$ cat src/pkg/bpw_map.vh
// Purpose: Offsets, field positions and reset values of the window pair.
// Assumes: Included by every design file of the window pair block.
// Notes:   Definitions only.
`ifndef BPW_MAP_VH
`define BPW_MAP_VH

// ----------------------------------------------------------------------
// Register byte addresses
// ----------------------------------------------------------------------
`define BPW_ADDR_W          12
`define BPW_OFS_LOWER_BAR   12'h010
`define BPW_OFS_UPPER_BAR   12'h014
`define BPW_OFS_LOWER_SETUP 12'h450
`define BPW_OFS_UPPER_SETUP 12'h454

// ----------------------------------------------------------------------
// Setup register fields
// ----------------------------------------------------------------------
`define BPW_EN_BIT          31
`define BPW_SIZE_HI         9
`define BPW_SIZE_LO         4
`define BPW_PREFETCH_SELECT_BIT        3
`define BPW_TYPE_HI         2
`define BPW_TYPE_LO         1
`define BPW_MEMORY_IO_SELECT_BIT       0
`define BPW_SETUP_RW_MASK   32'h8000_03FF
`define BPW_LOWER_RESET     32'h8000_0184
`define BPW_UPPER_RESET     32'h0000_0000

// ----------------------------------------------------------------------
// Field encodings and limits
// ----------------------------------------------------------------------
`define BPW_TYPE_32         2'h0
`define BPW_TYPE_64         2'h2
`define BPW_SPACE_MEM       1'h0
`define BPW_SPACE_IO        1'h1
`define BPW_SIZE_MIN        6'h04
`define BPW_SIZE_ODD_MAX    6'h1F
`define BPW_UPPER_LSB       6'h20
`define BPW_LOWER_LSB       6'h00
`define BPW_BASE_FIELD_MASK 32'hFFFF_FFF0

// ----------------------------------------------------------------------
// AXI4-Lite responses
// ----------------------------------------------------------------------
`define BPW_RESP_OKAY       2'h0
`define BPW_RESP_SLVERR     2'h2

`endif

$ cat src/design/bpw_top.v
// Purpose: Setup and base address logic of an even/odd window pair.
// Assumes: AXI4-Lite master keeps one write and one read outstanding.
// Notes:   Window hits are registered one cycle after a probe.
//
// Added by the designer: the AXI4-Lite slave port.
`timescale 1ns/1ps
`default_nettype none
`include "bpw_map.vh"

// Contract
// Width code 0 is 32-bit, 2 is 64-bit, 1 and 3 reserved.
// Window type field echoes width; width steers decoding only in memory.
// Window space bit echoes memory/IO select: 0 memory, 1 I/O.
// Odd window with enable and size zero is off and reads zero.
// Even 64-bit memory makes odd window the upper base half.
// A valid size requests two to the size bytes.
// Base field bit 0 is address bit 4.
// Base bits at or above the size are writable.
// Size below four makes every base bit read-only zero.
// Software picks size seven or more, at most 2^31 bytes.
// Odd window size above 31 is limited to 32-bit addressing.
// Window prefetch bit echoes the prefetch select.
// Reserved setup bits read zero and ignore writes.
module bpw_top (
	input wire aclk,
	input wire aresetn,
	input wire [11:0] s_axi_awaddr,
	input wire [2:0] s_axi_awprot,
	input wire s_axi_awvalid,
	output wire s_axi_awready,
	input wire [31:0] s_axi_wdata,
	input wire [3:0] s_axi_wstrb,
	input wire s_axi_wvalid,
	output wire s_axi_wready,
	output wire [1:0] s_axi_bresp,
	output wire s_axi_bvalid,
	input wire s_axi_bready,
	input wire [11:0] s_axi_araddr,
	input wire [2:0] s_axi_arprot,
	input wire s_axi_arvalid,
	output wire s_axi_arready,
	output wire [31:0] s_axi_rdata,
	output wire [1:0] s_axi_rresp,
	output wire s_axi_rvalid,
	input wire s_axi_rready,
	input wire probe_valid,
	input wire [63:0] probe_addr,
	input wire probe_io,
	output wire lower_hit,
	output wire upper_hit,
	output wire pair_64
);

	// ----------------------------------------------------------------
	// Storage
	// ----------------------------------------------------------------
	reg [31:0] lsetup_q;
	reg [31:0] usetup_q;
	reg [31:0] lbar_q;
	reg [31:0] ubar_q;
	reg aw_held_q;
	reg [11:0] awaddr_q;
	reg w_held_q;
	reg [31:0] wdata_q;
	reg [3:0] wstrb_q;
	reg bvalid_q;
	reg [1:0] bresp_q;
	reg rvalid_q;
	reg [31:0] rdata_q;
	reg [1:0] rresp_q;
	reg lhit_q;
	reg uhit_q;

	// ----------------------------------------------------------------
	// Setup fields
	// ----------------------------------------------------------------
	wire l_en = lsetup_q[`BPW_EN_BIT];
	wire [5:0] l_size = lsetup_q[`BPW_SIZE_HI:`BPW_SIZE_LO];
	wire l_prefetch_select = lsetup_q[`BPW_PREFETCH_SELECT_BIT];
	wire [1:0] l_type = lsetup_q[`BPW_TYPE_HI:`BPW_TYPE_LO];
	wire l_memory_io_select = lsetup_q[`BPW_MEMORY_IO_SELECT_BIT];
	wire u_en = usetup_q[`BPW_EN_BIT];
	wire [5:0] u_size_raw = usetup_q[`BPW_SIZE_HI:`BPW_SIZE_LO];
	wire u_prefetch_select = usetup_q[`BPW_PREFETCH_SELECT_BIT];
	wire [1:0] u_type = usetup_q[`BPW_TYPE_HI:`BPW_TYPE_LO];
	wire u_memory_io_select = usetup_q[`BPW_MEMORY_IO_SELECT_BIT];

	// Reserved width codes 1 and 3 decode as 32-bit.
	wire l_is64 = (l_type == `BPW_TYPE_64);
	wire l_mem = (l_memory_io_select == `BPW_SPACE_MEM);
	wire pair64 = l_mem && l_is64;
	wire l_off = !l_en && (l_size == 6'h00);
	wire u_off = !u_en && (u_size_raw == 6'h00);
	wire [5:0] u_size = (u_size_raw > `BPW_SIZE_ODD_MAX) ?
		`BPW_SIZE_ODD_MAX : u_size_raw;

	// ----------------------------------------------------------------
	// Writable masks
	// ----------------------------------------------------------------
	wire [31:0] lmask_raw;
	wire [31:0] hmask;
	wire [31:0] umask_raw;

	bpw_win u_lmask (
		.size(l_size),
		.lsb(`BPW_LOWER_LSB),
		.mask(lmask_raw)
	);

	bpw_win u_hmask (
		.size(l_size),
		.lsb(`BPW_UPPER_LSB),
		.mask(hmask)
	);

	bpw_win u_umask (
		.size(u_size),
		.lsb(`BPW_LOWER_LSB),
		.mask(umask_raw)
	);

	// Low nibble of a base word holds the flag fields, address bit 4 up.
	wire [31:0] lmask = lmask_raw & `BPW_BASE_FIELD_MASK;
	wire [31:0] umask_own = umask_raw & `BPW_BASE_FIELD_MASK;
	wire [31:0] umask = pair64 ? hmask : umask_own;

	// ----------------------------------------------------------------
	// Window read values
	// ----------------------------------------------------------------
	// Base bits are masked as they are written. A later larger size only
	// hides stored bits on read, so a smaller size shows them again.
	wire [31:0] lbar_rd;
	wire [31:0] ubar_rd;

	assign lbar_rd = l_off ? 32'h0000_0000 :
		((lbar_q & lmask) | {28'h000_0000, l_prefetch_select, l_type, l_memory_io_select});


	// In pair mode the odd setup word is kept but has no effect.
	assign ubar_rd = pair64 ? (l_off ? 32'h0000_0000 : (ubar_q & hmask)) :
		(u_off ? 32'h0000_0000 :
		((ubar_q & umask_own) | {28'h000_0000, u_prefetch_select, u_type, u_memory_io_select}));


	// ----------------------------------------------------------------
	// Write channel
	// ----------------------------------------------------------------
	assign s_axi_awready = !aw_held_q && !bvalid_q;
	assign s_axi_wready = !w_held_q && !bvalid_q;

	wire aw_take = s_axi_awvalid && s_axi_awready;
	wire w_take = s_axi_wvalid && s_axi_wready;
	wire wr_go = aw_held_q && w_held_q && !bvalid_q;

	wire [31:0] wbyte = {{8{wstrb_q[3]}}, {8{wstrb_q[2]}},
		{8{wstrb_q[1]}}, {8{wstrb_q[0]}}};
	// Byte lanes within a word are chosen by the strobes, not the address.
	wire [11:0] wr_word = {awaddr_q[11:2], 2'b00};
	wire wr_lsetup = (wr_word == `BPW_OFS_LOWER_SETUP);
	wire wr_usetup = (wr_word == `BPW_OFS_UPPER_SETUP);
	wire wr_lbar = (wr_word == `BPW_OFS_LOWER_BAR);
	wire wr_ubar = (wr_word == `BPW_OFS_UPPER_BAR);
	wire wr_hit = wr_lsetup || wr_usetup || wr_lbar || wr_ubar;

	wire [31:0] setup_we = wbyte & `BPW_SETUP_RW_MASK;
	wire [31:0] lbar_we = wbyte & lmask;
	wire [31:0] ubar_we = wbyte & umask;

	always @(posedge aclk) begin
		if (!aresetn) begin
			aw_held_q <= 1'b0;
			awaddr_q <= 12'h000;
			w_held_q <= 1'b0;
			wdata_q <= 32'h0000_0000;
			wstrb_q <= 4'h0;
			bvalid_q <= 1'b0;
			bresp_q <= `BPW_RESP_OKAY;
		end else begin
			if (aw_take) begin
				aw_held_q <= 1'b1;
				awaddr_q <= s_axi_awaddr;
			end
			if (w_take) begin
				w_held_q <= 1'b1;
				wdata_q <= s_axi_wdata;
				wstrb_q <= s_axi_wstrb;
			end
			if (wr_go) begin
				aw_held_q <= 1'b0;
				w_held_q <= 1'b0;
				bvalid_q <= 1'b1;
				bresp_q <= wr_hit ? `BPW_RESP_OKAY : `BPW_RESP_SLVERR;
			end else if (bvalid_q && s_axi_bready) begin
				bvalid_q <= 1'b0;
			end
		end
	end

	assign s_axi_bvalid = bvalid_q;
	assign s_axi_bresp = bresp_q;

	// ----------------------------------------------------------------
	// Register updates
	// ----------------------------------------------------------------
	always @(posedge aclk) begin
		if (!aresetn) begin
			lsetup_q <= `BPW_LOWER_RESET;
			usetup_q <= `BPW_UPPER_RESET;
			lbar_q <= 32'h0000_0000;
			ubar_q <= 32'h0000_0000;
		end else if (wr_go) begin
			if (wr_lsetup) begin
				lsetup_q <= (lsetup_q & ~setup_we) | (wdata_q & setup_we);
			end
			// Odd setup stays writable even while paired.
			if (wr_usetup) begin
				usetup_q <= (usetup_q & ~setup_we) | (wdata_q & setup_we);
			end
			if (wr_lbar) begin
				lbar_q <= (lbar_q & ~lbar_we) | (wdata_q & lbar_we);
			end
			if (wr_ubar) begin
				ubar_q <= (ubar_q & ~ubar_we) | (wdata_q & ubar_we);
			end
		end
	end

	// ----------------------------------------------------------------
	// Read channel
	// ----------------------------------------------------------------
	assign s_axi_arready = !rvalid_q;

	wire ar_take = s_axi_arvalid && s_axi_arready;
	wire [11:0] rd_word = {s_axi_araddr[11:2], 2'b00};
	reg [31:0] rd_mux;
	reg rd_hit;

	always @* begin
		rd_mux = 32'h0000_0000;
		rd_hit = 1'b1;
		case (rd_word)
			`BPW_OFS_LOWER_SETUP: begin
				rd_mux = lsetup_q & `BPW_SETUP_RW_MASK;
			end
			`BPW_OFS_UPPER_SETUP: begin
				rd_mux = usetup_q & `BPW_SETUP_RW_MASK;
			end
			`BPW_OFS_LOWER_BAR: begin
				rd_mux = lbar_rd;
			end
			`BPW_OFS_UPPER_BAR: begin
				rd_mux = ubar_rd;
			end
			default: begin
				rd_hit = 1'b0;
			end
		endcase
	end

	always @(posedge aclk) begin
		if (!aresetn) begin
			rvalid_q <= 1'b0;
			rdata_q <= 32'h0000_0000;
			rresp_q <= `BPW_RESP_OKAY;
		end else if (ar_take) begin
			rvalid_q <= 1'b1;
			rdata_q <= rd_mux;
			rresp_q <= rd_hit ? `BPW_RESP_OKAY : `BPW_RESP_SLVERR;
		end else if (rvalid_q && s_axi_rready) begin
			rvalid_q <= 1'b0;
		end
	end

	assign s_axi_rvalid = rvalid_q;
	assign s_axi_rdata = rdata_q;
	assign s_axi_rresp = rresp_q;

	// ----------------------------------------------------------------
	// Address decoding
	// ----------------------------------------------------------------
	// Even window: 64-bit compare only for 64-bit memory, else the
	// upper address half must be zero.
	wire [63:0] l_base = {pair64 ? ubar_q : 32'h0000_0000, lbar_q};
	wire [63:0] l_amask = {pair64 ? hmask : 32'h0000_0000, lmask};
	wire l_hi_ok = pair64 || (probe_addr[63:32] == 32'h0000_0000);
	wire l_live = !l_off && (l_size >= `BPW_SIZE_MIN);
	wire l_match = (((probe_addr ^ l_base) & l_amask) == 64'h0) &&
		l_hi_ok && (probe_io == l_memory_io_select);

	// Odd window decodes 32-bit only and is silent while paired.
	wire u_live = !pair64 && !u_off && (u_size >= `BPW_SIZE_MIN);

	wire u_match = (((probe_addr[31:0] ^ ubar_q) & umask_own) ==
		32'h0000_0000) && (probe_addr[63:32] == 32'h0000_0000) &&
		(probe_io == u_memory_io_select);

	always @(posedge aclk) begin
		if (!aresetn) begin
			lhit_q <= 1'b0;
			uhit_q <= 1'b0;
		end else begin
			lhit_q <= probe_valid && l_live && l_match;
			uhit_q <= probe_valid && u_live && u_match;
		end
	end

	assign lower_hit = lhit_q;
	assign upper_hit = uhit_q;
	assign pair_64 = pair64;

endmodule // bpw_top
`default_nettype wire

$ cat src/design/bpw_win.v
// Purpose: Writable-bit mask of one 32-bit base address word.
// Assumes: Bit 0 of the word maps to address bit lsb.
// Notes:   A size below the minimum clears the whole mask.
`timescale 1ns/1ps
`default_nettype none
`include "bpw_map.vh"

module bpw_win (
	input wire [5:0] size,
	input wire [5:0] lsb,
	output wire [31:0] mask
);

	// ----------------------------------------------------------------
	// Per-bit mask
	// ----------------------------------------------------------------
	genvar i;
	generate
		for (i = 0; i < 32; i = i + 1) begin : g_bit
			localparam [6:0] OFS = i;
			wire [6:0] pos = {1'b0, lsb} + OFS;
			assign mask[i] = (size >= `BPW_SIZE_MIN) &&
				(pos >= {1'b0, size});
		end
	endgenerate

endmodule // bpw_win
`default_nettype wire

$ cat config.mk
export PLATFORM = sky130hd
export DESIGN_NAME = bpw_top
export DESIGN_NICKNAME = d
export VERILOG_FILES = /design/src/design/bpw_top.v /design/src/design/bpw_win.v
export VERILOG_INCLUDE_DIRS = /design/src /design/src/pkg
export SDC_FILE = /design/constraint.sdc
export NUM_CORES = 1
export LEC_CHECK = 0
export BUFFER_PORTS_ARGS = -buffer_cell sky130_fd_sc_hd__buf_2
export CAP_MARGIN = 20
export CORE_ASPECT_RATIO = 1.75
export CORE_MARGIN = 4
export CORE_UTILIZATION = 52
export CTS_BUF_LIST = sky130_fd_sc_hd__clkbuf_4 sky130_fd_sc_hd__clkbuf_8
export DETAILED_ROUTE_END_ITERATION = 10
export GPL_TIMING_DRIVEN = 0
export PLACE_DENSITY = 0.79
export SLEW_MARGIN = 20
export SYNTH_ARGS = -nofsm -noshare
export SYNTH_HDL_FRONTEND = slang
export SYNTH_SLANG_ARGS = --single-unit
$ cat constraint.sdc
create_clock -name aclk -period 2.1 [get_ports aclk]
set_input_delay 0.315 -clock aclk [delete_from_list [all_inputs] [get_ports aclk]]
set_output_delay 0.315 -clock aclk [all_outputs]
set_load 0.02 [all_outputs]
After elaboration in Yosys (flattened, before gate mapping). Index checks and enable logic that the tools add are counted.

Equality and inequality tests: 11. Reduce and logical (&&, ||, !) cells: 137. Bitwise gates (word level): 27. Muxes and demuxes: 16. Magnitude comparators: 91.

Operators with widths (number): 32-bit bitwise AND (13); 32-bit 2-to-1 mux (7); 5-bit by 6-bit greater-or-equal comparator with 1-bit output, first input constant (32); 6-bit greater-or-equal comparator, first input constant (32); 32-bit bitwise OR (4); 32-bit one-hot mux with 4 select lines (1); 1-bit logical AND (111); 4-bit by 6-bit greater-or-equal comparator with 1-bit output, first input constant (16); 32-bit inverter (3); 64-bit bitwise AND (1); 32-bit zero test (2); 64-bit zero test (1); 32-bit by 4-bit bitwise OR with 32-bit output (2); 64-bit XOR (1); 3-bit by 6-bit greater-or-equal comparator with 1-bit output, first input constant (8); 10-bit by 3-bit equality test with 1-bit output, second input constant (4); 10-bit by 9-bit equality test with 1-bit output, second input constant (4); 32-bit XOR (1); 6-bit by 3-bit greater-or-equal comparator with 1-bit output, second input constant (2); 6-bit zero test (2); 1-bit zero test (9); 2-bit AND reduction (4); 6-bit by 5-bit > comparator with 1-bit output, second input constant (1); 6-bit 2-to-1 mux (1); other kinds (9) (20).

Word-level logic and storage cells: 298. Flip-flop bits (word level): 218. Output and inout bits: 44. Input bits: 139.

Logic depth before layout (Yosys ltp). Gate-level depths: netlist of run 1.

Word-level depth: 9. Depth in mapped cells: 10. Gate-level depth less buffers: 7.

Cells and area by module. From an unflattened synthesis of run 1, not the netlist that was laid out.

Cell total of the unflattened synthesis: 2646. Area, all modules: 20294.5 um^2.

Modules (own cells, without submodules): bpw_top (cells each 1058, instances 1, area an instance 8887.3 um^2); bpw_win at u_hmask ... (cells each 530, instances 2, area an instance 3796.1 um^2); bpw_win at u_umask (cells each 528, instances 1, area an instance 3814.9 um^2).

Worst setup path before layout of run 1. Ideal clock, no wire load.

Path kind: reg2reg. Start: register (tool-made name). End: register lhit_q (netlist: lower_hit). Period minus slack after synthesis: 2.159 ns. Setup slack: -0.059 ns. Required time: 2.012 ns. Arrival: 2.071 ns. Cell stages (with the launch flop): 9. Path buffers: 3. Cells stage by stage: dfxtp_1 -> buf_6 -> or4_4 -> buf_6 -> nand2_4 -> buf_6 -> o22ai_1 -> or4_1 -> nor4_2.

RTL lines: end signal: assignment (RTL line bpw_top.v:302) `lhit_q <= probe_valid && l_live && l_match;`; end: declaration (RTL line bpw_top.v:71) `reg lhit_q;`.

==> metrics.cfg, run 1 <==
[die]
die_x_um = 111.3
dieArea_sq_um = 20990
coreArea_sq_um = 18220
start_util = 0.5326
die_h_um = 188.7
io_pins = 183
rows = 65

[clock_tree]
cts_tree = yes
clockBufferDepth = 2
clk_pin_slew_ps = 110
cts_root_buffer = clkbuf_8
cts_buffers = 17
cts_sinks = 168
insertion_delay_ps = 520
cts_max_level = 4

[power_and_ir_drop]
p_total_mw = 6.711
p_leak_nw = 5.492
power.density_nw_per_um2 = 480.0
ir_worst_vdd_mv = 0.7871

[timing]
rsz0062_at_grt = yes
slew_headroom = 0.2399
period_share = 1.224
setup_viol = 95
skew_ps = 24.84
tightest_slew_ps = 1140
hold_viol = 0
period_minus_slack_ps = 2570
setup_ws_ps = -470.5
fmax_mhz = 389.0
slew_violations = 0
timing.setup.tns_ps = -9989
whs_ps = 27.02

[worst_setup_path]
cp_max_fo = 10
crit_path_top_delay_cell = o21ai_1
worst-path-stages = 9
cp-end-kind = flop
crit_path_max_incr_delay_ps = 480
reg2reg_depth = 9
cp_data_required_time_ps = 2480
cp.buffers_inverters = 3
crit_path_end = lower_hit
reg2reg_slack_ps = -470
r2r_end = lower_hit
cpLargestDelayFamily = compound AO/OA/AOI/OAI gates
critical_path_class = reg -> reg
start_kind = flop
path_cells = buf_8, nor3_4, buf_4, buf_6, nand2_1, o21ai_1, a21oi_1, o211ai_1, nor4_4
arrival_ps = 2950

[logic_synthesis]
synth_largest_area_cell = dfxtp_1
synth-seq-cells = 168
yosysSeqAreaShare = 0.3467
synthTopCellsByArea = dfxtp_1 (35%), nand2_1 (9.4%), a21oi_1 (7.2%)
netlist_area_sq_um = 9702
synth_top_area_share = 0.3467
ys.flop_type = dfxtp_1
synth_edf_count = 0
synthCells = 1284
async_flop_share = 0
ys_types = 75
syn_area_per_cell_sq_um = 7.556
ys_warn_count = 0

[grt]
antenna_found_initial = 2
grt_pass1_wl_um = 75390
grt_max_degree = 19
gr-usage-all-layers = 0.4837
grt_pass1_vias = 12130
grt_overflow_total = 0

[routing]
wl_per_cell_um = 29.63
route.detailed.drc = 0
drtIter0Drc = 1725
ant_nets = 0
dr_total_vias = 12480
vias_per_cell = 6.916
routed_wl_um = 53480
drt_pass1_iterations = 5

[outcome]
violations = negative setup slack
outcome = finished, violations left

[place]
place_worst_setup_slack_ps = -1393
dp_hpwl_um = 37360
gp_congestion = 1.049
port_buffers = 166

[cells_and_area]
fin_util = 0.7674
drive_gt1_frac = 0.4028
nNetsFinal = 1695
area_growth_pct = 44.09
layout_common_cells = nand2_1 (185), buf_2 (167), dfxtp_1 (155), a21oi_1 (94), nor2_1 (68)
final_common_cell = nand2_1

[hold_path]
worstHoldPathType = in -> reg

[flow_run]
max-cap-violations = 0

[layout make-up]
type                            count  area [sq um]
Antenna cell                        2         5.005
Buffer                             85         737.0
Clock buffer                       17         234.0
Clock inverter                     15         175.2
Fill cell                        1313          4238
Inverter                            8         42.54
Multi-Input combinational cell   1014          7307
Sequential cell                   168          3395
Tap cell                          234         292.8
Timing Repair Buffer              262          1792
[cells by family after synthesis]
family / Yosys count / synth area share
AO/OA/AOI/OAI: 335 / 0.2152
XOR/XNOR: 91 / 0.08215
multiplexers: 39 / 0.04037
other: 1 / 0.0003865
AND/OR/NAND/NOR: 545 / 0.2670
buffers and inverters: 105 / 0.04823
flip-flops: 168 / 0.3467
[power by group]
group / internal [mW] / switching, mW / total [mW] / leakage [nW]
Clock: 1.01 / 1.51 / 2.52 / 0.207
Combinational: 0.281 / 0.547 / 0.829 / 3.92
Sequential: 3.26 / 0.103 / 3.37 / 1.37
Total: 4.55 / 2.16 / 6.71 / 5.49
[worst reg2reg max path: cells and delay by family, from the launching register on]
kind	cells	cell delay (ps)
buffers and inverters	3	470
AO/OA/AOI/OAI	3	1100
flip-flops	1	380
AND/OR/NAND/NOR	3	510
[worst min-delay path by stage]
stage | from | end | depth (start not counted)
5_1_grt | s_axi_wdata[9] | wdata_q[9] | 3
6_report | s_axi_wdata[9] | wdata_q[9] | 3
3_5_place_dp | s_axi_rdata[22] | s_axi_rdata[22] | 2
2_1_floorplan | s_axi_rready | s_axi_rvalid | 1
3_3_place_gp | s_axi_rdata[4] | s_axi_rdata[4] | 2
4_1_cts | s_axi_awaddr[10] | awaddr_q[10] | 3
[synth_stat cells, drive strengths merged, types with 8 or more instances]
master / number
a211oi: 11
a21o: 15
a21oi: 140
a31oi: 23
and2: 8
and3: 22
buf: 33
clkbuf: 64
dfxtp: 168
inv: 8
mux2i: 38
nand2: 243
nand3: 89
nand4: 17
nor2: 78
nor3: 17
nor4: 24
o211ai: 9
o21ai: 52
o22ai: 10
or3: 8
xnor2: 44
xor2: 47
[per-stage QoR]
step	cells	area, sq um
after floorplan	1285	9717
after global placement	1685	10840
after detailed placement	1686	10860
after CTS	1771	12950
after global routing	1803	13970
final	1805	13980
[layer usage]
layer,vias to the layer above,GRT usage,part of all wire
met1,5818,0.5068,0.31
met3,441,0.1237,0.11
met5,-,0,0
met2,1084,0.7724,0.45
li1,5141,-,-
met4,0,0.4679,0.13
[timing repair]
action / CTS / global route
hold endpoints to repair: 1 / 0
pin swaps: 64 / 110
hold buffers: 1 / 0
resized for setup: 318 / 220
setup endpoints to repair: 115 / 121
cloned: 7 / 1
setup buffers: 56 / 38
Power figures use the tool's default switching activity.
==> run 2: changes to the inputs <==
Settings changed: ABC_AREA set to 1, CORE_UTILIZATION 52 to 53, PLACE_DENSITY 0.79 to not set, PLACE_DENSITY_LB_ADDON set to 0.25.
==> run 2 against run 1 <==
Compared with the run above:
- the run still ends with negative setup slack left
- die area rose by 3.0%
- synthesized cell count rose by 28%
- flip-flop and latch count did not move
- global-route usage fell by 3.0 points
- non-clock buffer count fell by 104
- combinational power rose by 7.7%
- clock skew fell by 12 ps
- sequential share of layout area rose by 3.2 points
- sequential power barely moved
- utilization fell by 11 points
- fmax rose by 22%
- highest routed layer unchanged
==> metrics.cfg, run 2 <==
[die]
start_util = 0.5441  ; +0.01150
die_x_um = 112.9  ; +1.4%
coreArea_sq_um = 18750  ; +2.9%
dieArea_sq_um = 21610  ; +3.0%
io_pins = 183  ; unchanged
rows = 66  ; +1.5%
die_h_um = 191.5  ; +1.5%

[timing]
slew_violations = 0  ; unchanged
period_share = 1.002  ; -0.2222
setup_viol = 1  ; -99%
tightest_slew_ps = 1104  ; -36.39 ps
setup_ws_ps = -3.850  ; +466.6 ps
rsz0062_at_grt = yes
hold_viol = 0  ; unchanged
timing.setup.tns_ps = -3.850  ; +9985 ps
period_minus_slack_ps = 2104  ; -466.6 ps
skew_ps = 13.11  ; -11.73 ps
slew_headroom = 0.2642  ; +0.02426
fmax_mhz = 475.3  ; +22%

[routing]
vias_per_cell = 6.043  ; -13%
ant_nets = 0  ; unchanged
routed_wl_um = 50050  ; -6.4%
drt_pass1_iterations = 5  ; unchanged
wl_per_cell_um = 23.92  ; -19%
dr_total_vias = 12640  ; +1.3%
route.detailed.drc = 0  ; unchanged
drtIter0Drc = 1351  ; -22%

[grt]
grt_pass1_vias = 11860  ; -2.2%
grt_max_degree = 17  ; -2
grt_pass1_wl_um = 71770  ; -4.8%
antenna_found_initial = 3  ; +1
grt_overflow_total = 0  ; unchanged
gr-usage-all-layers = 0.4540  ; -0.02972

[place]
dp_hpwl_um = 39250  ; +5.1%
port_buffers = 165  ; -0.60%
gp_congestion = 1.083  ; +3.3%

[power_and_ir_drop]
p_leak_nw = 5.737  ; +4.5%
pwr-share-seq = 0.505  ; +0.003
p_switching_mw = 2.053  ; -4.9%
p_sw_frac = 0.3055  ; -0.01613
pwr-share-clk = 0.363  ; -0.012
cell_internal_pwr_mw = 4.668  ; +2.5%
p_total_mw = 6.721  ; +0.16%
power.density_nw_per_um2 = 547.3  ; +14%
ir_worst_vdd_mv = 0.5308  ; -33%
combPwrFrac = 0.133  ; +0.010

[worst_setup_path]
path_cells = nor2_1, nand2_2, clkbuf_4, nand3_1, nand4_1, nand2_2, nand2_1, a21oi_1
crit_path_max_incr_delay_ps = 470  ; about the same
start_kind = flop
crit_path_top_delay_cell = dfxtp_1
cp_common_cell = nand2_2
cp_max_fo = 10  ; unchanged
arrival_ps = 2490  ; -460 ps
critical_path_class = reg -> reg
cp-end-kind = flop
cp_data_required_time_ps = 2490  ; about the same

[logic_synthesis]
synth-seq-cells = 168  ; unchanged
synthCells = 1638  ; +28%
synth_common_cells = nand2_1 (411), nor2_1 (251), dfxtp_1 (168), inv_1 (142), nand3_1 (140)
ys.flop_type = dfxtp_1
syn_area_per_cell_sq_um = 6.226  ; -18%
ys_types = 40  ; -47%
yosysMostFrequentCell = nand2_1
synth_largest_area_cell = dfxtp_1
synthTopCellsByArea = dfxtp_1 (33%), nand2_1 (15%), nor2_1 (9.2%)
async_flop_share = 0  ; unchanged
netlist_area_sq_um = 10200  ; +5.1%
synth_edf_count = 0  ; unchanged
ys_warn_count = 0  ; unchanged
synth_top_area_share = 0.3298  ; -0.01688
yosysSeqAreaShare = 0.3298  ; -0.01688

[clock_tree]
cts_sinks = 168  ; unchanged
insertion_delay_ps = 520  ; about the same
cts_tree = yes
cts_root_buffer = clkbuf_8
postCtsHoldBufs = 0  ; -1
cts_max_level = 4  ; unchanged
cts_buffers = 17  ; unchanged
clockBufferDepth = 2  ; unchanged
clk_pin_slew_ps = 100  ; about the same

[cells_and_area]
multi_input_area_sq_um = 6280  ; -14%
nNetsFinal = 1979  ; +17%
final_common_cell = nand2_1
fillers = 1764  ; +34%
drive_gt1_frac = 0.1863  ; -0.2165
area_growth_pct = 20.43
fin_util = 0.6552  ; -0.1122
regArea_sq_um = 3374  ; -0.59%
layout_common_cells = nand2_1 (395), nor2_1 (229), buf_2 (173), dfxtp_1 (163), nand3_1 (134)

[hold_path]
worstHoldPathType = in -> reg

[outcome]
outcome = finished, violations left
violations = negative setup slack

[flow_run]
max-cap-violations = 0  ; unchanged

## run 2: logic make-up (layout without fill, tap and decap cells)
kind of cell	Yosys count	count (layout)	synth area share
simple gates	877	877	0.3606
compound gates	303	303	0.1595
xor+xnor	78	78	0.06699
flops	168	168	0.3298
other cells	1	4	0.0003677
buf+inv	211	424	0.08281
## run 2: worst max-delay path, delay by kind of cell (launching register included)
family / cells / cell delay, ps
buffers and inverters: 1 / 320
DFF: 1 / 470
and+or+nand+nor: 6 / 1110
AOI/OAI and AO/OA: 1 / 60
## run 2: power groups by stage
| stage | clock network (mW) | registers, mW | logic, mW |
|---|---|---|---|
| 6_report | 2.44 | 3.39 | 0.893 |
| 5_1_grt | 2.53 | 3.40 | 0.962 |
| 4_1_cts | 2.41 | 3.39 | 0.852 |
| 3_5_place_dp | 0 | 3.46 | 0.840 |
| 3_3_place_gp | 0 | 3.46 | 0.821 |
| 2_1_floorplan | 0 | 3.45 | 0.424 |
## run 2: what timing repair did
item,CTS,global route
pin swaps,3,7
setup endpoints to repair,79,98
resized for setup,65,75
setup buffers,8,9
## run 2: area by class of cell
type	count	share of cell area
Multi-Input combinational cell	1260	0.5113
Timing Repair Buffer	182	0.08068
Clock inverter	13	0.01182
Sequential cell	168	0.2748
Buffer	61	0.02842
Inverter	150	0.04819
Antenna cell	2	0.0004075
Tap cell	238	0.02425
Clock buffer	18	0.02017
## run 2: worst paths after layout
| kind | from | slack [ps] | cells past startpoint | endpoint |
|---|---|---|---|---|
| worst max-delay path | flop | -4 | 8 | s_axi_rdata[17] |
| worst min-delay path | s_axi_bready | 40 | 4 | s_axi_bvalid |
| worst max register to register | flop | -4 | 8 | s_axi_rdata[17] |
| worst min register to register | s_axi_rdata[17] | 460 | 2 | s_axi_rdata[17] |
## run 2: metal layers
layer | vias to the layer above | track usage | wire, um
li1 | 5737 | - | -
met1 | 5679 | 0.4767 | 16400
met2 | 925 | 0.7527 | 23080
met3 | 301 | 0.1052 | 5156
met4 | 0 | 0.3929 | 5405
met5 | - | 0 | 0
## run 2: stage by stage
stage          hold slack [ps]  cells  area (sq um)  worst slack [ps]
2_1_floorplan            429.2   1639         10200             467.2
3_3_place_gp             443.9   2042         11330            -708.0
3_5_place_dp             451.7   2042         11330            -616.7
4_1_cts                  39.87   2081         11970            -1.388
5_1_grt                  48.36   2090         12280            -101.2
6_report                 44.55   2092         12280            -3.850
